===== src/bcmc_pkg.sv =====
package bcmc_pkg;
    // Register byte offsets.
    localparam logic [7:0] OFF_CTRL     = 8'h00;
    localparam logic [7:0] OFF_IFAST    = 8'h04;
    localparam logic [7:0] OFF_TRIM     = 8'h08;
    localparam logic [7:0] OFF_STATUS   = 8'h0c;
    localparam logic [7:0] OFF_IRQ_STAT = 8'h10;
    localparam logic [7:0] OFF_IRQ_MASK = 8'h14;
    localparam logic [7:0] OFF_SETPT    = 8'h18;

    // Field positions.
    localparam int CTRL_EN_BIT    = 0;
    localparam int CTRL_SRC_BIT   = 1;
    localparam int TRIM_LOAD_BIT  = 0;

    // Current setpoint limits and reset setpoint in mA, and the trim reset value.
    localparam logic [7:0] IFAST_MIN_MA = 8'h0a;
    localparam logic [7:0] IFAST_MAX_MA = 8'hc8;
    localparam logic [7:0] IFAST_RST_MA = 8'h64;
    localparam logic [7:0] TRIM_RST     = 8'h00;

    // Interrupt event bit positions.
    localparam int EV_MODE  = 0;
    localparam int EV_ERROR = 1;
    localparam int EV_STBY  = 2;
    localparam int EV_NUM   = 3;

    localparam logic [EV_NUM-1:0] IRQ_MASK_RST = 3'h0;

    typedef enum logic [2:0] {
        MODE_DISABLED = 3'b000,
        MODE_TRICKLE  = 3'b001,
        MODE_FAST     = 3'b010,
        MODE_STANDBY  = 3'b011,
        MODE_ERROR    = 3'b100
    } bcmc_mode_t;
endpackage


===== src/bcmc_sync.sv =====
module bcmc_sync
    import bcmc_pkg::*;
#(
    parameter int WIDTH = 5
) (
    input  wire logic             clock,
    input  wire logic             rst,
    input  wire logic [WIDTH-1:0] asyncIn,
    output logic      [WIDTH-1:0] syncOut
);
    logic [WIDTH-1:0] stage1_q;

    // The first stage feeds only the second stage.
    always_ff @(posedge clock or posedge rst) begin
        if (rst) begin
            stage1_q <= '0;
            syncOut  <= '0;
        end else begin
            stage1_q <= asyncIn;
            syncOut  <= stage1_q;
        end
    end
endmodule


===== src/bcmc_current_calc.sv =====
module bcmc_current_calc
    import bcmc_pkg::*;
(
    input  wire logic       clock,
    input  wire logic       rst,
    input  bcmc_mode_t      mode,
    input  wire logic [7:0] fastMa,
    output logic      [7:0] currentMa,
    output logic            cvRegulate
);
    // Trickle current is about a tenth of the fast current.
    function automatic logic [7:0] tenth(input logic [7:0] v);
        tenth = 8'((16'(v) * 16'h001a) >> 8);
    endfunction

    always_ff @(posedge clock or posedge rst) begin
        if (rst) begin
            currentMa <= 8'h00;
        end else begin
            unique case (mode)
                MODE_TRICKLE: currentMa <= tenth(fastMa);
                MODE_FAST:    currentMa <= fastMa;
                default:      currentMa <= 8'h00;
            endcase
        end
    end

    // Voltage regulation is only ever requested in fast charge; cvRegulate is combinational, and the top registers it with floatS before the analog loop.
    assign cvRegulate = (mode == MODE_FAST);
endmodule


===== src/battery_charger_mode_control.sv =====
// Functional notes
// Battery above fast threshold selects fast charge at programmed current.
// Fast current programmable 10 to 200 mA from stored key or supervisor.
// Fast charge holds constant current until float, then holds voltage.
// Current below termination level stops charge and enters standby.
// Standby returns to fast charge when battery drops below float minus hysteresis.
// Battery above input voltage minus margin enters error mode.
// Error mode sources no charge current.
// Error clears by itself when the input condition clears, no reset.
// Trim defaults come from nonvolatile storage values.
// Setup uses stored key settings and supervisor calls, applies initial trim.
// Supervisor enables or disables charger from temperature and time.
// Supervisor handles power events and drives status indicators.
// Not enabled means disabled mode and no current; disabled after reset.
// Enabled and below fast threshold selects trickle at a tenth current.
// Fast threshold detection has hysteresis to avoid oscillation.
// Inputs are synchronised; error has priority over other enabled modes.
// Current mode is shown as an encoded status output.
//
// The implementer's own choices: the AHB-Lite slave port and the register addresses.
module battery_charger_mode_control
    import bcmc_pkg::*;
(
    input  wire logic        clock,
    input  wire logic        rst,
    input  wire logic        hsel,
    input  wire logic [31:0] haddr,
    input  wire logic [1:0]  htrans,
    input  wire logic        hwrite,
    input  wire logic [2:0]  hsize,
    input  wire logic [31:0] hwdata,
    input  wire logic        hready,
    output logic      [31:0] hrdata,
    output logic             hreadyout,
    output logic             hresp,
    input  wire logic        aboveFastHi,
    input  wire logic        aboveFastLo,
    input  wire logic        atFloat,
    input  wire logic        belowFloatHyst,
    input  wire logic        nearInputVoltage,
    input  wire logic        belowTermCurrent,
    input  wire logic [7:0]  storedConfigKeyIfast,
    input  wire logic [7:0]  nvTrimDefault,
    output logic      [2:0]  chargeMode,
    output logic      [7:0]  chargeCurrentMa,
    output logic             constantVoltage,
    output logic      [7:0]  analogTrim,
    output logic             irq
);
    logic [5:0] syncIn;
    logic [5:0] asyncBundle;
    logic       fastHiS;
    logic       fastLoS;
    logic       floatS;
    logic       hystS;
    logic       errS;
    logic       termS;

    // Comparator outputs are asynchronous to this clock.
    assign asyncBundle = {
        aboveFastHi,
        aboveFastLo,
        atFloat,
        belowFloatHyst,
        nearInputVoltage,
        belowTermCurrent
    };

    // Two flops per comparator trade two cycles of latency for metastability margin.
    bcmc_sync #(.WIDTH(6)) uSync (
        .clock   (clock),
        .rst     (rst),
        .asyncIn (asyncBundle),
        .syncOut (syncIn)
    );
    assign {fastHiS, fastLoS, floatS, hystS, errS, termS} = syncIn;

    // Bus address phase capture.
    logic        wrPend_q;
    logic [7:0]  addr_q;
    logic        take;

    assign take = hsel && hready && htrans[1];

    // Writes land in the data phase, where hwdata is valid.
    always_ff @(posedge clock or posedge rst) begin
        if (rst) begin
            wrPend_q <= 1'b0;
        end else begin
            wrPend_q <= take && hwrite;
        end
    end

    always_ff @(posedge clock or posedge rst) begin
        if (rst) begin
            addr_q <= 8'h00;
        end else if (take) begin
            addr_q <= haddr[7:0];
        end
    end

    // The slave never stalls, so back-to-back transfers see no wait states.
    assign hreadyout = 1'b1;
    assign hresp     = 1'b0;

    // Configuration registers.
    logic             enable_q;
    logic             useSw_q;
    logic [7:0]       swIfast_q;
    logic [7:0]       trim_q;
    logic             trimLoaded_q;
    logic [EV_NUM-1:0] irqStat_q;
    logic [EV_NUM-1:0] irqMask_q;
    logic [7:0]       fastMa;
    logic [7:0]       keyMa_q;
    logic             wrCtrl;
    logic             wrIfast;
    logic             wrTrim;
    logic             wrClr;
    logic             wrMask;

    function automatic logic regHit(
        input logic       pend,
        input logic [7:0] a,
        input logic [7:0] off
    );
        regHit = pend && (a == off);
    endfunction

    assign wrCtrl  = regHit(wrPend_q, addr_q, OFF_CTRL);
    assign wrIfast = regHit(wrPend_q, addr_q, OFF_IFAST);
    assign wrTrim  = regHit(wrPend_q, addr_q, OFF_TRIM);
    assign wrClr   = regHit(wrPend_q, addr_q, OFF_IRQ_STAT);
    assign wrMask  = regHit(wrPend_q, addr_q, OFF_IRQ_MASK);

    function automatic logic [7:0] clampMa(input logic [7:0] v);
        if (v < IFAST_MIN_MA) begin
            clampMa = IFAST_MIN_MA;
        end else if (v > IFAST_MAX_MA) begin
            clampMa = IFAST_MAX_MA;
        end else begin
            clampMa = v;
        end
    endfunction

    always_ff @(posedge clock or posedge rst) begin
        if (rst) begin
            enable_q <= 1'b0;
        end else if (wrCtrl) begin
            enable_q <= hwdata[CTRL_EN_BIT];
        end
    end

    always_ff @(posedge clock or posedge rst) begin
        if (rst) begin
            useSw_q <= 1'b0;
        end else if (wrCtrl) begin
            useSw_q <= hwdata[CTRL_SRC_BIT];
        end
    end

    always_ff @(posedge clock or posedge rst) begin
        if (rst) begin
            swIfast_q <= IFAST_RST_MA;
        end else if (wrIfast) begin
            swIfast_q <= clampMa(hwdata[7:0]);
        end
    end

    // Registering the clamped key keeps its comparators off the current path.
    always_ff @(posedge clock or posedge rst) begin
        if (rst) begin
            keyMa_q <= IFAST_MIN_MA;
        end else begin
            keyMa_q <= clampMa(storedConfigKeyIfast);
        end
    end

    // The stored key applies unless supervisory code has taken over the setpoint.
    assign fastMa = useSw_q ? swIfast_q : keyMa_q;

    // Trim loads the stored default once after reset; software may override later.
    always_ff @(posedge clock or posedge rst) begin
        if (rst) begin
            trimLoaded_q <= 1'b0;
        end else begin
            trimLoaded_q <= 1'b1;
        end
    end

    always_ff @(posedge clock or posedge rst) begin
        if (rst) begin
            trim_q <= TRIM_RST;
        end else if (!trimLoaded_q) begin
            trim_q <= nvTrimDefault;
        end else if (wrTrim) begin
            trim_q <= hwdata[7:0];
        end
    end
    assign analogTrim = trim_q;

    // Mode selection.
    bcmc_mode_t mode_q;
    bcmc_mode_t mode_d;
    logic       fastZone_q;

    // The fast zone uses two thresholds so noise near one cannot toggle modes.
    always_ff @(posedge clock or posedge rst) begin
        if (rst) begin
            fastZone_q <= 1'b0;
        end else if (fastHiS) begin
            fastZone_q <= 1'b1;
        end else if (!fastLoS) begin
            fastZone_q <= 1'b0;
        end
    end

    // Disabled wins over error, and error wins over every enabled mode.
    always_comb begin
        mode_d = mode_q;
        if (!enable_q) begin
            mode_d = MODE_DISABLED;
        end else if (errS) begin
            mode_d = MODE_ERROR;
        end else begin
            unique case (mode_q)
                MODE_DISABLED, MODE_ERROR: begin
                    // Leaving error needs no reset: selection just resumes.
                    mode_d = fastZone_q ? MODE_FAST : MODE_TRICKLE;
                end
                MODE_TRICKLE: begin
                    if (fastZone_q) begin
                        mode_d = MODE_FAST;
                    end
                end
                MODE_FAST: begin
                    if (!fastZone_q) begin
                        mode_d = MODE_TRICKLE;
                    end else if (floatS && termS) begin
                        mode_d = MODE_STANDBY;
                    end
                end
                MODE_STANDBY: begin
                    // A cell that sagged below the fast band restarts in trickle.
                    if (hystS && fastZone_q) begin
                        mode_d = MODE_FAST;
                    end else if (hystS) begin
                        mode_d = MODE_TRICKLE;
                    end
                end
                default: mode_d = MODE_DISABLED;
            endcase
        end
    end

    always_ff @(posedge clock or posedge rst) begin
        if (rst) begin
            mode_q <= MODE_DISABLED;
        end else begin
            mode_q <= mode_d;
        end
    end

    assign chargeMode = mode_q;

    logic [7:0] curMa;
    logic       fastCv;

    bcmc_current_calc uCur (
        .clock      (clock),
        .rst        (rst),
        .mode       (mode_q),
        .fastMa     (fastMa),
        .currentMa  (curMa),
        .cvRegulate (fastCv)
    );
    assign chargeCurrentMa = curMa;

    // The analog loop holds voltage once float is reached in fast charge.
    always_ff @(posedge clock or posedge rst) begin
        if (rst) begin
            constantVoltage <= 1'b0;
        end else begin
            constantVoltage <= fastCv && floatS;
        end
    end

    // Interrupts: events set sticky bits; set wins over a write-one clear.
    logic [EV_NUM-1:0] events;
    logic [EV_NUM-1:0] clrBits;

    function automatic logic entering(
        input bcmc_mode_t nxt,
        input bcmc_mode_t cur,
        input bcmc_mode_t target
    );
        entering = (nxt == target) && (cur != target);
    endfunction

    assign events[EV_MODE]  = mode_d != mode_q;
    assign events[EV_ERROR] = entering(mode_d, mode_q, MODE_ERROR);
    assign events[EV_STBY]  = entering(mode_d, mode_q, MODE_STANDBY);
    assign clrBits          = wrClr ? hwdata[EV_NUM-1:0] : '0;

    always_ff @(posedge clock or posedge rst) begin
        if (rst) begin
            irqStat_q <= '0;
        end else begin
            irqStat_q <= (irqStat_q & ~clrBits) | events;
        end
    end

    always_ff @(posedge clock or posedge rst) begin
        if (rst) begin
            irqMask_q <= IRQ_MASK_RST;
        end else if (wrMask) begin
            irqMask_q <= hwdata[EV_NUM-1:0];
        end
    end

    assign irq = |(irqStat_q & irqMask_q);

    // Read data are registered at the end of the address phase, ready for the data phase.
    logic [31:0] rdMux;
    logic [7:0]  statusByte;

    assign statusByte = {constantVoltage, fastZone_q, 3'h0, mode_q};
    always_comb begin
        rdMux = 32'h0000_0000;
        unique case (haddr[7:0])
            OFF_CTRL:     rdMux = {30'h0, useSw_q, enable_q};
            OFF_IFAST:    rdMux = {24'h0, swIfast_q};
            OFF_TRIM:     rdMux = {24'h0, trim_q};
            OFF_STATUS:   rdMux = {24'h0, statusByte};
            OFF_IRQ_STAT: rdMux = {29'h0, irqStat_q};
            OFF_IRQ_MASK: rdMux = {29'h0, irqMask_q};
            OFF_SETPT:    rdMux = {16'h0, curMa, fastMa};
            default:      rdMux = 32'h0000_0000;
        endcase
    end

    always_ff @(posedge clock or posedge rst) begin
        if (rst) begin
            hrdata <= 32'h0000_0000;
        end else if (take && !hwrite) begin
            hrdata <= rdMux;
        end
    end
endmodule


===== config.mk =====
export PLATFORM = sky130hd
export DESIGN_NAME = battery_charger_mode_control
export DESIGN_NICKNAME = d
export VERILOG_FILES = /design/src/bcmc_pkg.sv /design/src/bcmc_sync.sv /design/src/bcmc_current_calc.sv /design/src/battery_charger_mode_control.sv
export SDC_FILE = /design/constraint.sdc
export NUM_CORES = 1
export LEC_CHECK = 0
export ABC_AREA = 1
export BUFFER_PORTS_ARGS = -buffer_cell sky130_fd_sc_hd__buf_2
export CORE_ASPECT_RATIO = 1.5
export CORE_MARGIN = 4
export CORE_UTILIZATION = 30
export DETAILED_ROUTE_END_ITERATION = 10
export HOLD_SLACK_MARGIN = 0.12
export SLEW_MARGIN = 20
export SYNTH_ARGS = -nofsm -noshare
export SYNTH_HDL_FRONTEND = slang
export SYNTH_SLANG_ARGS = --single-unit

===== constraint.sdc =====
create_clock -name clock -period 6.1 [get_ports clock]
set_clock_uncertainty 0.1 [all_clocks]
set_input_delay 0.61 -clock clock [delete_from_list [all_inputs] [get_ports clock]]
set_output_delay 0.61 -clock clock [all_outputs]
set_load 0.03 [all_outputs]

==> metrics.txt <==
Main synth FF type dfrtp_1; post-route clock period utilization a little under three fifths; Clock Latency Late Sink 340 ps; IO Pins between 150 and 200; net switching power between 0.8 and 0.9 mW; Setup TNS 0 ps; number of global-route vias before repair about 3,600; Mapped Area roughly 4500 um2; Hold Startpoint uSync.stage1_q[2]; hold buffer count at cts 0; pre-CTS setup slack about 2600 ps; Clock Tree Buf Depth 2; Die Footprint approximately 17,000 um2; Leak between 2 and 3 nW; Yosys top cell by area dfrtp_1; Period minus WS final between 3000 and 4000 ps; Async SR Flop Fraction 100%; n_diodes 0; initial core utilization between 30 and 40%; Total Nets Final 738; 1st-iter DRT viols approximately 140; global-route wire length before repair 17,700 um; synth cell count leaders 153 x nand2_1, 78 x dfrtp_1, 67 x inv_1; synth warn 0; Sw Share roughly 40%; final setup fails 0; RSZ-0062 raised after global routing no; Core ar. approximately 15,000 um2; Synth top area share between 40% and 50%; Syn Area/Cell between 8 and 9 um2; Overall Global Routing Usage roughly 13%; largest net degree at the start of global routing 84; Num CTS Buffers 9; post-synthesis cell type count between 40 and 50; most frequent cell after synthesis nand2_1; hold crit path type flip-flop to flip-flop; Slew @ Worst Pin approximately 780 ps; EDFF count, synth 0; Clock Power Share 26.1%; combinational power share 43.8%; row count 54; final worst setup slack between 2000 and 3000 ps; post_cts resized 0; Detailed Place HPWL approximately 8500 um; area delta synth->final 19.1%; Seq pwr share around 30%; worst reg2reg path depth 13; status finished, final reports clean; grt ovf 0; initial antenna violation count 0; pwr dens a little over 400 nW/um2; Worst EP required ~6200 ps; reg-to-reg endpoint uCur.currentMa[1]; internal power 1.28 mW; CP Max Fanout 13; fraction of layout cells with a size suffix above 1 between 20 and 25%; via count 3,622; Crit path arrival time ~3600 ps; Startpoint Class flip-flop; hold depth 0; #FFs+latches synth 83; max cap viols 0; Wirelength per Cell 13.0 um; port buffer count 80; main area contributors after synthesis dfrtp_1 44%, nand2_1 13%, inv_1 5.7%; clock sink total between 80 and 90; Reg2Reg Setup Slack 2590 ps; First-pass DRT Iterations 5; CTS Root Cell clkbuf_16; Chip Width roughly 110 um; WL final around 11,000 um; Slew Viols, Final 0; hold endpoint uSync.syncOut[2]; RR Startpoint useSw_q; H-tree depth 3; Mapped Cells between 500 and 600; Final Power approximately 2.2 mW; Max Fclk around 280 MHz; number of post-CTS setup repair buffers 0; DRC Markers 0; Max IR drop VDD between 150 and 200 uV; Critical Path Sink Type flip-flop; Worst Setup Path Type flip-flop to flip-flop; Die Span Y around 160 um; sequential fraction of the synthesis area a little under half; TritonCTS clock tree yes; number of antenna-violating nets in the routed design 0; Final Hold Vio Count 0; clk slew on worst S/H paths around 60 ps; Avg Vias per Cell 4.41; Slew HR a little under half; GPL Wtd Cong between 0.8 and 0.9
cell families after synthesis:
logic type / share of synthesized area [%]
DFF: 46.8
other: 0.169
adders and majority gates: 6.86
xor gates and xnor gates: 0.590
muxes: 1.80
and+or+nand+nor: 24.3
AOI/OAI and AO/OA: 9.22
buffers and inverters: 10.3
final cells by class:
type | instances | area, um2
clock inverters | 6 | 72.6
flip-flops and latches | 83 | 2080
multi-input cells | 373 | 1970
fillers | 1551 | 9220
well taps | 196 | 245
clock buffers | 10 | 239
repair buffers | 82 | 419
inverters | 71 | 269
power groups by stage:
stage	clock network (mW)	registers, mW	logic [mW]
floorplan	0	0.690	0.707
global placement	0	0.661	0.934
detailed placement	0	0.661	0.947
CTS	0.580	0.650	0.953
global route	0.607	0.659	1.10
finish	0.563	0.650	0.944
how the worst max path moves through the flow:
stage / endpoint / cells after the start / start / slack [ps]
2_1_floorplan: uCur.currentMa[3] / 14 / useSw_q / 3040
3_3_place_gp: uCur.currentMa[1] / 13 / useSw_q / 2620
3_5_place_dp: uCur.currentMa[1] / 13 / useSw_q / 2590
4_1_cts: uCur.currentMa[1] / 13 / useSw_q / 2610
5_1_grt: uCur.currentMa[1] / 13 / useSw_q / 2370
6_report: uCur.currentMa[1] / 13 / useSw_q / 2590
critical path, cell delays in order, from the launching register on:
cell	delay, ps
dfrtp_1	520
o21ai_0	620
inv_1	160
ha_1	320
inv_1	50
fa_1	500
inv_1	40
ha_1	340
nand2_1	120
nor2_1	120
nand4_1	130
nand2_1	90
nor2_1	40
o31ai_1	260
sequential cells by signal (all words and copies together), names as in the netlist, 6 cells and up:
name and flops:
hrdata 16, addr_q 8, analogTrim 8, keyMa_q 8, swIfast_q 8, uCur.currentMa 8, uSync.stage1_q 6, uSync.syncOut 6
metrics by stage:
stage	hold WS, ps	instance area (um2)	std cells	util [%]
final	247	5300	821	36.5
after global routing	254	5300	821	36.5
after CTS	250	5300	821	36.5
after detailed placement	235	4990	805	34.3
after global placement	233	4990	805	34.3
after floorplan	231	4510	555	-
placed cells by master (no fill, tap or decap), types with 2 or more instances in the layout:
cell type	instances
ha_1	18
clkinv_2	2
nor3_4	3
dfstp_2	5
o21ai_0	38
inv_1	66
fa_1	4
nand3_1	29
nand2_2	3
nor3_2	2
a21oi_1	14
nor2_2	2
o21ai_1	9
conb_1	19
a21oi_2	3
buf_2	80
nor3_1	5
nor2_1	41
nand4_1	4
inv_2	3
mux2i_1	8
clkinv_4	3
dfrtp_1	78
xor2_1	2
clkbuf_16	9
nand2_1	153
o21bai_1	3
metal layers:
metal	vias up	routed length, um	track usage, %
met5	-	0	0
met4	0	223	5.29
met3	13	588	2.50
met2	101	5250	23.1
met1	1668	4610	16.8
li1	1840	-	-
(Power assumes the default switching activity.)
